## src/hw/lan_pres_pkg.sv

```systemverilog
// Constants, types and helpers for the presentation header filter
// Function
// - Frames carry seven header fields plus payload
// - Version field is three bits, value 001
// - Reserved control bit always built as zero
// - Key index: 0 clear, 1-14 key, 15 change
// - Drop received frames with foreign key index
// - Accept install probe traffic with key zero
// - Accept key fifteen download and key-write
// - Uplink network id from configured parameter
// - Drop downlink frames with other network id
// - Format applies to all non-download frames
// - Counter MSB first, separate data/probe counters
// - Timestamp is epoch low two bytes, MSB first
// - Access signature spans control through timestamp
// - Application selector names the payload layer
package lan_pres_pkg;

  localparam logic [2:0]  VERSION_V1   = 3'h1;
  localparam logic [3:0]  KEY_CLEAR    = 4'h0;
  localparam logic [3:0]  KEY_CHANGE   = 4'hF;
  localparam int          HDR_BYTES    = 5;
  localparam int          TRL_BYTES    = 8;
  localparam int          FIFO_DEPTH   = 32;

  // Register byte offsets
  localparam logic [7:0]  CFG_OFS      = 8'h00;
  localparam logic [7:0]  EPOCH_OFS    = 8'h04;
  localparam logic [7:0]  SEL_OFS      = 8'h08;
  localparam logic [7:0]  TXCNT_OFS    = 8'h0C;
  localparam logic [7:0]  RXCNT_OFS    = 8'h10;

  // Reset values
  localparam logic [31:0] CFG_RST      = 32'h0000_0000;
  localparam logic [31:0] EPOCH_RST    = 32'h0000_0000;
  localparam logic [31:0] SEL_RST      = 32'h0000_0000;
  localparam logic [15:0] CNT_RST      = 16'h0000;

  // Field positions in the configuration words
  localparam int          CFG_KEY_LSB  = 0;
  localparam int          CFG_NET_LSB  = 8;
  localparam int          CFG_APP_LSB  = 16;
  localparam int          SEL_INST_LSB = 0;
  localparam int          SEL_ADM_LSB  = 8;

  localparam logic [1:0]  RESP_OKAY    = 2'h0;
  localparam logic [1:0]  RESP_SLVERR  = 2'h2;

  typedef enum logic [1:0] {
    TX_IDLE = 2'b00,
    TX_HDR  = 2'b01,
    TX_PAY  = 2'b10,
    TX_TRL  = 2'b11
  } tx_state_e;

  typedef enum logic [1:0] {
    RX_HDR  = 2'b00,
    RX_EMIT = 2'b01,
    RX_PASS = 2'b10,
    RX_DROP = 2'b11
  } rx_state_e;

  typedef struct packed {
    logic [7:0] data;
    logic       last;
  } byte_s;

  typedef struct packed {
    logic        probe;
    logic [31:0] e2e_sig;
    logic [15:0] access_sig;
  } tx_desc_s;

  function automatic logic [7:0] ctrl_byte(input logic [3:0] key);
    ctrl_byte = {VERSION_V1, 1'b0, key};
  endfunction

  function automatic logic [7:0] pick_byte(input logic [63:0] w,
                                           input logic [2:0] i);
    pick_byte = w[(7 - i) * 8 +: 8];
  endfunction

endpackage

```

## src/hw/byte_fifo.sv

```systemverilog
// Synchronous FIFO with valid/ready on both sides
`timescale 1ns/1ps
module byte_fifo #(
  parameter int WIDTH = 9,
  parameter int DEPTH = 32
) (
  // Clock and reset
  input  wire logic             aclk,
  input  wire logic             aresetn,
  // Fill side
  input  wire logic [WIDTH-1:0] in_data,
  input  wire logic             in_valid,
  output logic                  in_ready,
  // Drain side
  output logic      [WIDTH-1:0] out_data,
  output logic                  out_valid,
  input  wire logic             out_ready
);
  localparam int AW = $clog2(DEPTH);

  logic [WIDTH-1:0] mem [DEPTH];
  logic [AW:0]      wr_r;
  logic [AW:0]      rd_r;
  logic             push;
  logic             pop;

  assign in_ready  = (wr_r - rd_r) != (AW+1)'(DEPTH);
  assign out_valid = wr_r != rd_r;
  assign push      = in_valid && in_ready;
  assign pop       = out_valid && out_ready;
  assign out_data  = mem[rd_r[AW-1:0]];

  always_ff @(posedge aclk) begin
    if (push) begin
      mem[wr_r[AW-1:0]] <= in_data;
    end
  end

  always_ff @(posedge aclk) begin
    if (!aresetn) begin
      wr_r <= '0;
      rd_r <= '0;
    end else begin
      if (push) begin
        wr_r <= wr_r + 1'b1;
      end
      if (pop) begin
        rd_r <= rd_r + 1'b1;
      end
    end
  end
endmodule // byte_fifo

```

## src/hw/lan_presentation_header_filter.sv

```systemverilog
// Presentation header builder (uplink) and filter (downlink)
`timescale 1ns/1ps
module lan_presentation_header_filter
  import lan_pres_pkg::*;
(
  // Clock and reset
  input  wire logic        aclk,
  input  wire logic        aresetn,
  // AXI4-Lite write
  input  wire logic [7:0]  s_awaddr,
  input  wire logic        s_awvalid,
  output logic             s_awready,
  input  wire logic [31:0] s_wdata,
  input  wire logic [3:0]  s_wstrb,
  input  wire logic        s_wvalid,
  output logic             s_wready,
  output logic [1:0]       s_bresp,
  output logic             s_bvalid,
  input  wire logic        s_bready,
  // AXI4-Lite read
  input  wire logic [7:0]  s_araddr,
  input  wire logic        s_arvalid,
  output logic             s_arready,
  output logic [31:0]      s_rdata,
  output logic [1:0]       s_rresp,
  output logic             s_rvalid,
  input  wire logic        s_rready,
  // Uplink frame descriptor
  input  wire tx_desc_s    tx_desc,
  input  wire logic        tx_desc_valid,
  output logic             tx_desc_ready,
  // Uplink payload from application
  input  wire byte_s       tx_pay,
  input  wire logic        tx_pay_valid,
  output logic             tx_pay_ready,
  // Uplink bytes to link layer
  output byte_s            tx_out,
  output logic             tx_out_valid,
  input  wire logic        tx_out_ready,
  // Downlink bytes from link layer
  input  wire byte_s       rx_in,
  input  wire logic        rx_in_valid,
  output logic             rx_in_ready,
  // Accepted downlink frames to application
  output byte_s            rx_out,
  output logic             rx_out_valid,
  input  wire logic        rx_out_ready
);

  // Registers
  logic [31:0] cfg_r;
  logic [31:0] epoch_r;
  logic [31:0] sel_r;
  logic [15:0] data_cnt_r;
  logic [15:0] probe_cnt_r;
  logic [15:0] acc_cnt_r;
  logic [15:0] drop_cnt_r;
  logic [3:0]  key_cfg;
  logic [7:0]  net_cfg;
  logic [7:0]  app_cfg;

  assign key_cfg = cfg_r[CFG_KEY_LSB +: 4];
  assign net_cfg = cfg_r[CFG_NET_LSB +: 8];
  assign app_cfg = cfg_r[CFG_APP_LSB +: 8];

  // AXI4-Lite write channel
  logic        aw_have_r;
  logic        w_have_r;
  logic [7:0]  aw_addr_r;
  logic [31:0] w_data_r;
  logic [3:0]  w_strb_r;
  logic        wr_go;
  logic        wr_hit;

  assign s_awready = !aw_have_r && !s_bvalid;
  assign s_wready  = !w_have_r && !s_bvalid;
  assign wr_go     = aw_have_r && w_have_r && !s_bvalid;
  assign wr_hit    = aw_addr_r == CFG_OFS || aw_addr_r == EPOCH_OFS
                     || aw_addr_r == SEL_OFS;

  always_ff @(posedge aclk) begin
    if (!aresetn) begin
      aw_have_r <= 1'b0;
      w_have_r  <= 1'b0;
      aw_addr_r <= 8'h00;
      w_data_r  <= 32'h0000_0000;
      w_strb_r  <= 4'h0;
      s_bvalid  <= 1'b0;
      s_bresp   <= RESP_OKAY;
    end else begin
      if (s_awvalid && s_awready) begin
        aw_have_r <= 1'b1;
        aw_addr_r <= {s_awaddr[7:2], 2'b00};
      end
      if (s_wvalid && s_wready) begin
        w_have_r <= 1'b1;
        w_data_r <= s_wdata;
        w_strb_r <= s_wstrb;
      end
      if (wr_go) begin
        aw_have_r <= 1'b0;
        w_have_r  <= 1'b0;
        s_bvalid  <= 1'b1;
        s_bresp   <= wr_hit ? RESP_OKAY : RESP_SLVERR;
      end else if (s_bvalid && s_bready) begin
        s_bvalid <= 1'b0;
      end
    end
  end

  function automatic logic [31:0] merge(input logic [31:0] old,
                                        input logic [31:0] nw,
                                        input logic [3:0]  be);
    for (int i = 0; i < 4; i++) begin
      merge[i*8 +: 8] = be[i] ? nw[i*8 +: 8] : old[i*8 +: 8];
    end
  endfunction

  always_ff @(posedge aclk) begin
    if (!aresetn) begin
      cfg_r   <= CFG_RST;
      epoch_r <= EPOCH_RST;
      sel_r   <= SEL_RST;
    end else if (wr_go) begin
      case (aw_addr_r)
        CFG_OFS:   cfg_r   <= merge(cfg_r, w_data_r, w_strb_r);
        EPOCH_OFS: epoch_r <= merge(epoch_r, w_data_r, w_strb_r);
        SEL_OFS:   sel_r   <= merge(sel_r, w_data_r, w_strb_r);
        default:   ;
      endcase
    end
  end

  // AXI4-Lite read channel, answer one cycle after the address
  assign s_arready = !s_rvalid;

  always_ff @(posedge aclk) begin
    if (!aresetn) begin
      s_rvalid <= 1'b0;
      s_rdata  <= 32'h0000_0000;
      s_rresp  <= RESP_OKAY;
    end else if (s_arvalid && s_arready) begin
      s_rvalid <= 1'b1;
      s_rresp  <= RESP_OKAY;
      case ({s_araddr[7:2], 2'b00})
        CFG_OFS:   s_rdata <= cfg_r;
        EPOCH_OFS: s_rdata <= epoch_r;
        SEL_OFS:   s_rdata <= sel_r;
        TXCNT_OFS: s_rdata <= {probe_cnt_r, data_cnt_r};
        RXCNT_OFS: s_rdata <= {drop_cnt_r, acc_cnt_r};
        default: begin
          s_rdata <= 32'h0000_0000;
          s_rresp <= RESP_SLVERR;
        end
      endcase
    end else if (s_rvalid && s_rready) begin
      s_rvalid <= 1'b0;
    end
  end

  // Uplink framing; the caller supplies both signatures, since the
  // ciphers live outside this block
  tx_state_e   tx_st_r;
  logic [2:0]  tx_idx_r;
  tx_desc_s    desc_r;
  logic [39:0] hdr_r;
  logic [15:0] tstamp_r;
  logic        load;
  logic        start;

  assign load          = !tx_out_valid || tx_out_ready;
  assign tx_desc_ready = tx_st_r == TX_IDLE;
  assign start         = tx_desc_valid && tx_desc_ready;
  assign tx_pay_ready  = tx_st_r == TX_PAY && load;

  always_ff @(posedge aclk) begin
    if (!aresetn) begin
      tx_st_r      <= TX_IDLE;
      tx_idx_r     <= 3'h0;
      desc_r       <= '0;
      hdr_r        <= '0;
      tstamp_r     <= 16'h0000;
      tx_out       <= '0;
      tx_out_valid <= 1'b0;
    end else begin
      if (tx_out_valid && tx_out_ready) begin
        tx_out_valid <= 1'b0;
      end
      case (tx_st_r)
        TX_IDLE: begin
          if (start) begin
            desc_r   <= tx_desc;
            tstamp_r <= epoch_r[15:0];
            hdr_r    <= {ctrl_byte(key_cfg), net_cfg,
                         tx_desc.probe ? probe_cnt_r : data_cnt_r,
                         app_cfg};
            tx_idx_r <= 3'h0;
            tx_st_r  <= TX_HDR;
          end
        end
        TX_HDR: begin
          if (load) begin
            tx_out       <= '{data: pick_byte({hdr_r, 24'h0}, tx_idx_r),
                              last: 1'b0};
            tx_out_valid <= 1'b1;
            tx_idx_r     <= tx_idx_r + 3'h1;
            if (tx_idx_r == 3'(HDR_BYTES - 1)) begin
              tx_st_r <= TX_PAY;
            end
          end
        end
        TX_PAY: begin
          if (load && tx_pay_valid) begin
            tx_out       <= '{data: tx_pay.data, last: 1'b0};
            tx_out_valid <= 1'b1;
            if (tx_pay.last) begin
              tx_idx_r <= 3'h0;
              tx_st_r  <= TX_TRL;
            end
          end
        end
        TX_TRL: begin
          if (load) begin
            // Trailer MSB first: signature, timestamp, access signature
            tx_out <= '{data: pick_byte({desc_r.e2e_sig, tstamp_r,
                                         desc_r.access_sig}, tx_idx_r),
                        last: tx_idx_r == 3'(TRL_BYTES - 1)};
            tx_out_valid <= 1'b1;
            tx_idx_r     <= tx_idx_r + 3'h1;
            if (tx_idx_r == 3'(TRL_BYTES - 1)) begin
              tx_st_r <= TX_IDLE;
            end
          end
        end
        default: tx_st_r <= TX_IDLE;
      endcase
    end
  end

  // One counter per flow, bumped as each new frame starts
  always_ff @(posedge aclk) begin
    if (!aresetn) begin
      data_cnt_r  <= CNT_RST;
      probe_cnt_r <= CNT_RST;
    end else if (start) begin
      if (tx_desc.probe) begin
        probe_cnt_r <= probe_cnt_r + 16'h0001;
      end else begin
        data_cnt_r <= data_cnt_r + 16'h0001;
      end
    end
  end

  // Downlink filter; header is held back until the verdict is known
  rx_state_e   rx_st_r;
  logic [2:0]  rx_idx_r;
  logic [39:0] rx_hdr_r;
  logic        fifo_in_ready;
  logic        fifo_in_valid;
  byte_s       fifo_in;
  logic        rx_take;
  logic        accept;
  logic [3:0]  rx_key;
  logic [7:0]  rx_app;

  // Four bytes in: control byte sits at [31:24], network id at [23:16]
  assign rx_key  = rx_hdr_r[27:24];
  assign rx_app  = rx_in.data;
  assign rx_take = rx_in_valid && rx_in_ready;

  // Verdict on the fifth header byte, with earlier bytes registered
  always_comb begin
    accept = rx_hdr_r[31:29] == VERSION_V1 && rx_key <= KEY_CHANGE;
    if (rx_hdr_r[23:16] != net_cfg) begin
      accept = 1'b0;
    end else if (rx_key == key_cfg) begin
      accept = 1'b1;
    end else if (rx_key == KEY_CLEAR) begin
      accept = rx_app == sel_r[SEL_INST_LSB +: 8];
    end else if (rx_key == KEY_CHANGE) begin
      accept = rx_app == sel_r[SEL_ADM_LSB +: 8];
    end else begin
      accept = 1'b0;
    end
    if (rx_hdr_r[31:29] != VERSION_V1) begin
      accept = 1'b0;
    end
  end

  always_comb begin
    case (rx_st_r)
      RX_HDR:  rx_in_ready = 1'b1;
      RX_EMIT: rx_in_ready = 1'b0;
      RX_PASS: rx_in_ready = fifo_in_ready;
      RX_DROP: rx_in_ready = 1'b1;
      default: rx_in_ready = 1'b0;
    endcase
  end

  assign fifo_in_valid = rx_st_r == RX_EMIT
                         || (rx_st_r == RX_PASS && rx_in_valid);
  assign fifo_in = rx_st_r == RX_EMIT
                   ? '{data: pick_byte({rx_hdr_r, 24'h0}, rx_idx_r),
                       last: 1'b0}
                   : rx_in;

  always_ff @(posedge aclk) begin
    if (!aresetn) begin
      rx_st_r    <= RX_HDR;
      rx_idx_r   <= 3'h0;
      rx_hdr_r   <= '0;
      acc_cnt_r  <= CNT_RST;
      drop_cnt_r <= CNT_RST;
    end else begin
      case (rx_st_r)
        RX_HDR: begin
          if (rx_take) begin
            rx_hdr_r <= {rx_hdr_r[31:0], rx_in.data};
            rx_idx_r <= rx_idx_r + 3'h1;
            if (rx_in.last) begin
              // Ends within the five header bytes, so no payload follows
              rx_idx_r   <= 3'h0;
              drop_cnt_r <= drop_cnt_r + 16'h0001;
            end else if (rx_idx_r == 3'(HDR_BYTES - 1)) begin
              rx_idx_r <= 3'h0;
              if (accept) begin
                rx_st_r   <= RX_EMIT;
                acc_cnt_r <= acc_cnt_r + 16'h0001;
              end else begin
                rx_st_r    <= RX_DROP;
                drop_cnt_r <= drop_cnt_r + 16'h0001;
              end
            end
          end
        end
        RX_EMIT: begin
          if (fifo_in_ready) begin
            rx_idx_r <= rx_idx_r + 3'h1;
            if (rx_idx_r == 3'(HDR_BYTES - 1)) begin
              rx_idx_r <= 3'h0;
              rx_st_r  <= RX_PASS;
            end
          end
        end
        RX_PASS, RX_DROP: begin
          if (rx_take && rx_in.last) begin
            rx_st_r <= RX_HDR;
          end
        end
        default: rx_st_r <= RX_HDR;
      endcase
    end
  end

  byte_fifo #(
    .WIDTH ($bits(byte_s)),
    .DEPTH (FIFO_DEPTH)
  ) u_rx_fifo (
    .aclk      (aclk),
    .aresetn   (aresetn),
    .in_data   (fifo_in),
    .in_valid  (fifo_in_valid),
    .in_ready  (fifo_in_ready),
    .out_data  (rx_out),
    .out_valid (rx_out_valid),
    .out_ready (rx_out_ready)
  );

endmodule // lan_presentation_header_filter

```

## config.mk

```make
export PLATFORM = sky130hd
export DESIGN_NAME = lan_presentation_header_filter
export DESIGN_NICKNAME = d
export VERILOG_FILES = /design/src/hw/lan_pres_pkg.sv /design/src/hw/byte_fifo.sv /design/src/hw/lan_presentation_header_filter.sv
export SDC_FILE = /design/constraint.sdc
export NUM_CORES = 1
export LEC_CHECK = 0
export ABC_AREA = 0
export BUFFER_PORTS_ARGS = -buffer_cell sky130_fd_sc_hd__buf_2
export CAP_MARGIN = 20
export CORE_MARGIN = 3
export CORE_UTILIZATION = 50
export DETAILED_ROUTE_END_ITERATION = 8
export PLACE_DENSITY = 0.72
export SLEW_MARGIN = 10
export SYNTH_ARGS = -nofsm -noshare
export SYNTH_HDL_FRONTEND = slang
export SYNTH_SLANG_ARGS = --single-unit
```

## constraint.sdc

```tcl
create_clock -name aclk -period 3.8 [get_ports aclk]
set_input_delay 0.38 -clock aclk [delete_from_list [all_inputs] [get_ports aclk]]
set_output_delay 0.38 -clock aclk [all_outputs]
set_load 0.02 [all_outputs]
```

* Yosys cells after proc, flatten, opt, wreduce, memory -nomap -nowiden
Memory sizes are Yosys's and may differ from the RTL's. A register that Yosys moved wholly into a read port is not among the register bits.
Cells that the tools add are included.
** Operators by class
- Add/subtract/negate cells :: 11
- Eq/ne operators :: 38
- Shift-type cells :: 3
- Muxes and demuxes :: 56
- Bitwise gates (word level) :: 3
- Reductions and logical operators :: 65
** Operators by type and width (count)
- 64-bit by 33-bit variable part select with 8-bit output :: 3
- 32-bit case mux with 5 select lines :: 1
- 16-bit by 1-bit adder with 16-bit output (second input constant) :: 4
- 16-bit two-way mux :: 4
- 3-bit AND reduction :: 13
- 9-bit two-way mux :: 4
- 2-bit two-way mux :: 16
- 9-bit case mux with 3 select lines :: 1
- 3-bit two-way mux :: 8
- 2-bit inequality test (second input constant) :: 10
- 6-bit by 2-bit equality test with 1-bit output (second input constant) :: 3
- 1-bit logical AND :: 18
- 8-bit equality test :: 2
- 1-bit two-way mux :: 14
- 6-bit by 1-bit adder with 6-bit output (second input constant) :: 2
- 6-bit by 1-bit equality test with 1-bit output (second input constant) :: 2
- 4-bit AND reduction :: 3
- 5-bit two-way mux :: 2
- 2-bit by 1-bit inequality test with 1-bit output (second input constant) :: 5
- 3-bit equality test (second input constant) :: 3
- 3-bit case mux with 3 select lines :: 1
- 2-bit equality test (second input constant) :: 4
- 8-bit zero test :: 1
- 8-bit inequality test :: 1
- other kinds (29) :: 51
** Word-level totals
- Bits in registers :: 415
- Bits in writable memories :: 288
- Input bits :: 131
- Logic and storage cells :: 217
- Memories kept :: 1
** Memory list
- u_rx_fifo.mem :: depth 32, bits a word 9, rd ports 1, clocked after Yosys merged registers in 1, wr ports 1, line byte_fifo.sv:21 : logic [WIDTH-1:0] mem [DEPTH];

* Depth between registers and ports, before layout
Gate-level depths: netlist of the first run.
- Depth after elaboration :: 11
- Mapped depth :: 11
- Depth with buffers taken out :: 10

* Modules after synthesis
Synthesis of the first run repeated with hierarchy kept, for this count alone.
** Unflattened totals
- Cells, all modules :: 2605
- Area total of the unflattened synthesis :: 29570.9 um^2
** Modules (own cells, without submodules)
- lan_presentation_header_filter :: times used 1, cells an instance 2039, area each 17535.6 um^2, sequential area each 8027.7 um^2
- byte_fifo :: times used 1, cells an instance 566, area each 12035.3 um^2, sequential area each 8988.6 um^2

* Worst setup path before layout of the first run
No wires, ideal clock.
- Kind :: reg-to-reg
- From :: register u_rx_fifo.rd_r[2]
- To :: memory u_rx_fifo.mem[15][0], enable pin
- Setup time :: 0.376 ns
- Arrival :: 2.544 ns
- Path slack :: 0.880 ns
- Stages on the path, launching flop included :: 10
- Path buffers :: 0
- Clock period less this slack :: 2.920 ns
- Path through :: dfxtp_1 -> inv_1 -> ha_1 -> o21ai_0 -> a21oi_1 -> and2_1 -> o21ai_1 -> a2bb2oi_2 -> nand2_1 -> nor2_1
** Between the ends
- Longest elaborated chain between the ends :: 5
** RTL lines
- start: declaration :: line byte_fifo.sv:23 : logic [AW:0] rd_r;
- start signal: assignment :: line byte_fifo.sv:48 : rd_r <= rd_r + 1'b1;
- 6-bit subtractor :: line byte_fifo.sv:27 : assign in_ready = (wr_r - rd_r) != (AW+1)'(DEPTH);
- 6-bit inequality test :: line byte_fifo.sv:27
- 1-bit logical AND :: line byte_fifo.sv:29 : assign push = in_valid && in_ready;
- 1-bit two-way mux :: line byte_fifo.sv:34 : if (push) begin
- 1-bit two-way mux (not written as such) :: line byte_fifo.sv:35 : mem[wr_r[AW-1:0]] <= in_data;
- end: declaration :: line byte_fifo.sv:21
No other way between the ends.

==> metrics.yaml, run 1 <==
hold_class: "in -> reg"
path_class: "reg -> out"
wire_per_inst_um: 21.1
grtUsageMet2: 0.406
yosys_most_used_dff: "dfxtp_1"
grt_max_degree: 118
synth_top_area_cell: "edfxtp_1"
pin_count: 195
drc_errors: 0
p_sw_mw: 4.47
syn_inst: 2599
fp-row-count: 88
drive_gt1_frac: 0.185
drt-initial-drc-count: 1868
p_int_mw: 13.0
max_slew.worst_pin.slew_ns: 1.03
grt_setup_unrepaired: "false"
hold_viol_final: 0
slew_viol_final: 0
start_util: 0.506
grt_use_met3: 0.0407
synth.area.top_cells: "edfxtp_1 30%, dfxtp_1 29%, mux4_2 8.5%"
crit_required_ns: 3.42
slew_headroom: 0.313
drtPass1Iterations: 7
antenna_found_initial: 1
clk_path_buf_depth: 3
p_seq_frac: 0.483
synth_edf_count: 288
area_growth_pct: 16.0
wirelength_um: 76500
viasPerCell: 5.85
yosys_warnings: 0
setup_viol: 0
grt_pass1_vias: 20300
power_frac_comb: 0.118
cts_tree: "done"
clk_pin_slew_ns: 0.06
grt_usage: 0.247
syn-cell-area_um2: 29300
die_w_um: 248
fin_crit_ns: 3.48
clock-sinks: 706
worstSetupStartpointType: "flop"
synth_async_sr_flop_share: 0
dieArea_um2: 61400
cap_violations: 0
multi_input_area_um2: 11500
via_count: 21200
busiest_layer: "met2"
fp.coreArea_um2: 57800
status: "completed"
fill_cells: 4592
ys_seq_area_frac: 0.582
fin_nets: 2965
cp-end-kind: "output port"
cts_setup_buffers: 0
finalClockSkew_ns: 0.0230
ir_drop_mv: 0.381
p_leak_nw: 11.7
seqCellArea_um2: 17000
grt_first_pass_wirelength_um: 117000
htree_levels: 3
yosys.cell_count.top_type: "nand2_1"
dp_hpwl_um: 51400
grt_use_met1: 0.332
p_clk_frac: 0.399
routabilityCongestion: 0.901
io_buffers: 188
max_freq_ghz: 0.288
netlist_top_cells_count: "432 x nand2_1, 418 x dfxtp_1, 288 x edfxtp_1"
ys_ff_latch: 706
synth_top_cell_area_share: 0.296
worstSkewPairLatency_ns: 0.61
powerDensity_nw_per_um2: 516
die_h_um: 248
holdWs_ns: 0.0213
avgSynthCellArea_um2: 11.3
cts_root_buffer: "clkbuf_16"
synth_cell_type_count: 61
finalSetupTns_ns: 0
switching_share: 0.255
fin_crit_sh: 0.915
critical_path_peak_fanout: 18
postRouteAntennaNets: 0
numCtsBuffers: 72
cp.arrival_ns: 3.10
grt_overflow: 0
power groups by stage:
stage                     clock network, mW  logic [mW]  registers (mW)
after floorplan                           0        1.38            8.55
after global placement                    0        1.96            8.58
after detailed placement                  0        2.02            8.59
after CTS                              7.08        2.06            8.43
after global routing                   7.39        2.27            8.47
final                                  6.98        2.07            8.44
state kept, by name, summed over array words and instances (netlist names), 32 cells and up, named ones only:
register,flops
cfg_r,32
epoch_r,32
u_rx_fifo.mem,288
rx_hdr_r,40
s_rdata,32
w_data_r,32
hdr_r,37
desc_r,48
sel_r,32
timing repair:
action,in CTS,in global routing
hold buffers,32,0
hold endpoints to repair,32,0
gates resized for setup,0,0
path summary, 6_finish.rpt:
path / cells past startpoint / start / endpoint / slack, ns
worst max-delay path: 5 / flop / rx_out[6] / 0.32
worst min-delay path: 3 / s_awaddr[2] / aw_addr_r[2] / 0.02
worst max register to register: 9 / u_rx_fifo.wr_r[2] / u_rx_fifo.mem[15][2] / 0.54
worst min register to register: 2 / hdr_r[24] / hdr_r[24] / 0.45
per-layer routing:
metal  wire length [um]  part of all wire
met5                  0                 0
met1              31200              0.41
met4               2520             0.033
met2              37300              0.49
met3               5510             0.072
placed cells by master, fill, tap and decap left out, types with 12 or more instances in the layout:
| cell | count |
|---|---|
| xnor2_1 | 24 |
| or3_1 | 15 |
| inv_1 | 27 |
| a22oi_1 | 32 |
| dlygate4sd3_1 | 32 |
| buf_4 | 75 |
| and3_1 | 15 |
| dfxtp_1 | 416 |
| ha_1 | 26 |
| nor2_1 | 276 |
| nand2_1 | 431 |
| a31oi_1 | 32 |
| o21ai_0 | 58 |
| a221oi_1 | 44 |
| clkbuf_1 | 20 |
| a211oi_1 | 19 |
| buf_2 | 188 |
| clkbuf_16 | 74 |
| edfxtp_1 | 288 |
| nand3_1 | 23 |
| a21oi_1 | 214 |
| mux2_2 | 12 |
| mux2i_1 | 141 |
| nor2_2 | 14 |
| and2_1 | 13 |
| nand4_1 | 25 |
| mux4_2 | 111 |
| xor2_1 | 58 |
| nor3_1 | 15 |
area by class of cell:
cell class | instances | area share
flip-flops and latches | 706 | 0.502
multi-input cells | 1696 | 0.340
clock buffers | 102 | 0.0600
repair buffers | 301 | 0.0575
well taps | 765 | 0.0282
clock inverters | 29 | 0.00848
inverters | 30 | 0.00354
diodes | 1 | 0.0000738
metrics by stage:
stage	setup WS, ns	util	std cells	total power [mW]	cell area (um^2)
6_report	0.323	0.587	3630	17.5	33900
5_1_grt	0.163	0.587	3630	18.1	33900
4_1_cts	0.258	0.586	3628	17.6	33900
3_5_place_dp	0.593	0.541	3465	10.6	31200
3_3_place_gp	0.620	0.541	3465	10.5	31200
2_1_floorplan	0.880	-	2600	9.93	29300
logic make-up after synthesis:
logic type | Yosys count | share of synthesized area
adder cells (fa/ha/maj) | 27 | 0.0115
AND/OR/NAND/NOR | 877 | 0.126
flip-flops | 706 | 0.582
buffers and inverters | 198 | 0.0257
XOR/XNOR | 82 | 0.0246
other | 1 | 0.000128
AO/OA/AOI/OAI | 444 | 0.0916
multiplexers | 264 | 0.138
worst max-delay path, stage by stage (launching register included):
cell,delay (ns)
dfxtp_4,0.59
buf_4,0.34
mux4_2,0.56
mux4_2,0.52
mux2_2,0.32
buf_2,0.17
No activity file was read; power rests on OpenSTA's default activity.
==> inputs of run 2 (changes only) <==
- CTS_BUF_LIST: default -> sky130_fd_sc_hd__clkbuf_16
- TNS_END_PERCENT: default -> 50
==> metrics.yaml, run 2 (same netlist as run 1, synthesis figures left out) <==
status: "completed"
worstSetupStartpointType: "flop"
fin_crit_ns: 3.48
dp_hpwl_um: 51400
die_w_um: 248
area_growth_pct: 15.7
min_to: "aw_addr_r[2]"
largest_reg_flops: 288
clk_path_buf_depth: 3
worstSkewPairLatency_ns: 0.61
slew_viol_final: 0
critical_path_peak_fanout: 18
hold_class: "in -> reg"
fin_cells: 3629
viasPerCell: 5.83
max_freq_ghz: 0.287
p_seq_frac: 0.489
drt-initial-drc-count: 1772
p_leak_nw: 11.7
whs_path_depth: 3
drive_gt1_frac: 0.183
max_slew.worst_pin.slew_ns: 1.02
reg2reg_to: "u_rx_fifo.mem[15][2]"
dp_cells: 3465
ir_drop_mv: 0.381
total_power_mw: 17.3
crit_required_ns: 3.42
grt_setup_unrepaired: "false"
start_util: 0.506
cts_resized: 0
grt_usage: 0.247
power_frac_comb: 0.120
fin_crit_sh: 0.916
grt_pass1_vias: 20300
hold_viol_final: 0
final_cell_mix: "431 x nand2_1, 416 x dfxtp_1, 288 x edfxtp_1, 276 x nor2_1, 214 x a21oi_1"
p_clk_frac: 0.392
drtPass1Iterations: 6
path_class: "reg -> out"
reg2reg_depth: 9
cp-end-kind: "output port"
htree_levels: 3
postRouteAntennaNets: 0
worst_path_largest_cell_delay_ns: 0.60
grt_overflow: 0
die_h_um: 248
critPathSlowestCell: "dfxtp_4"
powerDensity_nw_per_um2: 510
clk_pin_slew_ns: 0.06
wirelength_um: 76400
p_int_mw: 12.8
wire_per_inst_um: 21.1
cts_root_buffer: "clkbuf_16"
cp.arrival_ns: 3.10
fp.coreArea_um2: 57800
routabilityCongestion: 0.901
p_sw_mw: 4.46
finalSetupTns_ns: 0
setup_viol: 0
drc_errors: 0
io_buffers: 188
grt_max_degree: 118
antenna_found_initial: 1
slew_headroom: 0.321
clock-sinks: 706
switching_share: 0.259
grt_first_pass_wirelength_um: 118000
numCtsBuffers: 72
hp-start: "s_awaddr[2]"
fin_nets: 2964
cap_violations: 0
pin_count: 195
via_count: 21100
fp-row-count: 88
r2r-start: "u_rx_fifo.wr_r[2]"
layout_commonest_cell: "nand2_1"
dieArea_um2: 61400
ff2ff_setup_slack_ns: 0.54
finalClockSkew_ns: 0.0223
path_common_cell: "mux4_2"
cts_tree: "done"
worstPathCellList: "buf_4 > mux4_2 > mux4_2 > mux2_2 > buf_2"
run 2: worst max-delay path: cells and delay by family (launching register included):
family	cells	cell delay, ns
mux	3	1.40
flops	1	0.60
buf+inv	2	0.50
run 2: metrics by stage:
stage	util	setup slack (ns)	instance area (um^2)	hold WS, ns
global placement	0.541	0.620	31200	0.439
detailed placement	0.541	0.593	31200	0.448
CTS	0.585	0.258	33800	0.000436
global route	0.585	0.163	33800	0.0165
floorplan	-	0.880	29300	0.433
finish	0.585	0.321	33800	0.0230
run 2: power groups by stage:
stage | registers [mW] | logic [mW] | clock network [mW]
2_1_floorplan | 8.55 | 1.38 | 0
3_3_place_gp | 8.58 | 1.96 | 0
3_5_place_dp | 8.59 | 2.02 | 0
4_1_cts | 8.43 | 2.06 | 6.86
5_1_grt | 8.47 | 2.27 | 7.17
6_report | 8.44 | 2.07 | 6.76
run 2: layout make-up:
cell class,count,area [um^2]
clock buffer,74,1850
antenna,1,2.50
tap,765,957
timing repair buffer,300,1940
multi-input combinational,1696,11500
inverter,30,120
sequential,706,17000
clock inverter,57,393
fill,4608,24000
run 2: worst max-delay path by stage:
| stage | cells past startpoint | start | endpoint | slack (ns) |
|---|---|---|---|---|
| after floorplan | 9 | u_rx_fifo.rd_r[2] | u_rx_fifo.mem[15][0] | 0.88 |
| after detailed placement | 9 | u_rx_fifo.wr_r[2] | u_rx_fifo.mem[15][7] | 0.59 |
| after global routing | 5 | flop | rx_out[3] | 0.16 |
| after global placement | 9 | u_rx_fifo.wr_r[2] | u_rx_fifo.mem[15][5] | 0.62 |
| after CTS | 5 | flop | rx_out[6] | 0.26 |
| final | 5 | flop | rx_out[3] | 0.32 |
run 2: repair_timing:
item,in CTS,in global routing
hold endpoints to repair,31,0
hold buffers,31,0
buffers inserted,0,0
endpoints found under the setup margin,0,0
run 2: per-layer routing:
layer / part of all wire / vias up / GRT usage
li1: - / 9789 / -
met1: 0.41 / 10400 / 0.331
met2: 0.49 / 785 / 0.407
met3: 0.064 / 147 / 0.0408
met4: 0.034 / 0 / 0.0905
met5: 0 / - / 0
==> inputs of run 3 (changes only) <==
--- a/config.mk
+++ b/config.mk
@@ -13,4 +13,5 @@
 export CTS_BUF_LIST = sky130_fd_sc_hd__clkbuf_16
 export DETAILED_ROUTE_END_ITERATION = 8
+export GPL_TIMING_DRIVEN = 0
 export PLACE_DENSITY = 0.72
 export SLEW_MARGIN = 10
==> constraint.sdc (replaced) <==
create_clock -name aclk -period 3.8 [get_ports aclk]
set_input_delay 0.57 -clock aclk [delete_from_list [all_inputs] [get_ports aclk]]
set_output_delay 0.57 -clock aclk [all_outputs]
set_load 0.02 [all_outputs]
==> metrics.yaml, run 3 (same netlist as run 1, synthesis figures left out) <==
status: "completed"
max_freq_ghz: 0.273
dp_cells: 3559
area_growth_pct: 15.4
hold_buffers: 0
crit_required_ns: 4.04
wirelength_um: 86300
hold_class: "in -> reg"
fin_area_um2: 33800
die_w_um: 248
fp.coreArea_um2: 57800
grt_usage: 0.279
total_power_mw: 17.7
cp.arrival_ns: 3.91
die_h_um: 248
fin_crit_ns: 3.67
worstSkewPairLatency_ns: 0.63
worstSetupStartpointType: "flop"
ir_drop_mv: 0.416
largest_reg_flops: 288
start_util: 0.506
pin_count: 195
cts_root_buffer: "clkbuf_16"
viasPerCell: 5.93
dp_hpwl_um: 63400
drive_gt1_frac: 0.168
grt_pass1_vias: 21200
cts_tree: "done"
fin_cells: 3692
fin_crit_sh: 0.965
grt_first_pass_wirelength_um: 129000
grt_max_degree: 38
cap_violations: 0
io_buffers: 186
dieArea_um2: 61400
whs_path_depth: 2
slew_headroom: 0.263
critical_path_peak_fanout: 9
wire_per_inst_um: 23.4
finalSetupTns_ns: 0
fp-row-count: 88
reg2reg_to: "u_rx_fifo.mem[30][7]"
htree_levels: 3
reg2reg_depth: 9
antenna_found_initial: 5
grt_overflow: 0
drt-initial-drc-count: 2131
dpl_cell_area_um2: 31300
clk_path_buf_depth: 3
cp-end-kind: "flop"
routabilityCongestion: 0.948
final_cell_mix: "432 x nand2_1, 416 x dfxtp_1, 288 x edfxtp_1, 257 x nor2_1, 214 x a21oi_1"
path_class: "reg -> reg"
grt_setup_unrepaired: "true"
postRouteAntennaNets: 0
drtPass1Iterations: 6
min_to: "s_rvalid"
hold_viol_final: 0
r2r-start: "u_rx_fifo.rd_r[2]"
fin_nets: 3025
finalClockSkew_ns: 0.0218
max_slew.worst_pin.slew_ns: 1.11
via_count: 21900
slew_viol_final: 0
powerDensity_nw_per_um2: 524
drc_errors: 0
clock-sinks: 706
fill_cells: 4765
clk_pin_slew_ns: 0.06
numCtsBuffers: 73
hp-start: "s_rready"
layout_commonest_cell: "nand2_1"
setup_viol: 0
p_leak_nw: 11.5
ff2ff_setup_slack_ns: 0.13
holdWs_ns: 0.138
-- run 3: cell types whose count changed in the layout (fill, tap and decap cells not counted), sizes merged, moves of 3 or more --
cell,before,now
buf,269,219
clkbuf,74,215
inv,51,44
clkinvlp,2,6
dlygate4sd3,31,0
clkinv,29,32
-- run 3: through the flow --
stage          setup slack, ns   util
6_report                 0.132  0.584
5_1_grt                 -0.103  0.584
4_1_cts                -0.0220  0.583
3_5_place_dp           -0.0499  0.541
3_3_place_gp            -0.147  0.539
2_1_floorplan            0.764      -
-- run 3: critical path, stage by stage, from the launching register on --
cell and delay (ns):
dfxtp_1 0.36, inv_1 0.08, ha_1 0.35, o21ai_0 0.21, a21oi_1 0.10, and2_1 0.19
o21ai_2 0.35, a2bb2oi_2 0.40, nand2_1 0.45, nor2_1 0.81
-- run 3: worst max path at each step --
| stage | startpoint | endpoint | slack (ns) | depth (start not counted) |
|---|---|---|---|---|
| 2_1_floorplan | flop | rx_out[0] | 0.76 | 5 |
| 3_3_place_gp | rx_idx_r[0] | u_rx_fifo.mem[6][1] | -0.15 | 4 |
| 3_5_place_dp | u_rx_fifo.rd_r[2] | u_rx_fifo.mem[1][4] | -0.05 | 9 |
| 4_1_cts | u_rx_fifo.rd_r[2] | u_rx_fifo.mem[23][8] | -0.02 | 9 |
| 5_1_grt | u_rx_fifo.wr_r[0] | u_rx_fifo.mem[28][5] | -0.10 | 9 |
| 6_report | u_rx_fifo.rd_r[2] | u_rx_fifo.mem[30][7] | 0.13 | 9 |
-- run 3: layer usage --
| layer | GRT usage | up-vias | routed length [um] |
|---|---|---|---|
| met5 | 0 | - | 39 |
| met4 | 0.119 | 6 | 3920 |
| met3 | 0.0525 | 213 | 6500 |
| met2 | 0.460 | 988 | 41200 |
| met1 | 0.364 | 10800 | 34600 |
| li1 | - | 9932 | - |
-- run 3: final cells by class --
class,count,area [um^2],area share
buffer,166,679,0.0201
sequential,706,17000,0.504
antenna,2,5.00,0.000148
inverter,30,113,0.00334
multi-input combinational,1696,11600,0.344
clock inverter,57,450,0.0133
timing repair buffer,194,1040,0.0307
tap,765,957,0.0284
clock buffer,76,1900,0.0563
-- run 3: timing repair --
action,CTS,global route
gates cloned,0,0
resized for setup,49,25
setup endpoints to repair,55,295
setup buffers,0,0
-- run 3: where the power goes --
| group | leakage (nW) | internal [mW] | switching [mW] | total [mW] |
|---|---|---|---|---|
| sequential | 5.98 | 8.19 | 0.226 | 8.41 |
| clock | 1.18 | 3.99 | 3.07 | 7.06 |
| combinational | 4.31 | 0.741 | 1.48 | 2.22 |
| total | 11.5 | 12.9 | 4.77 | 17.7 |
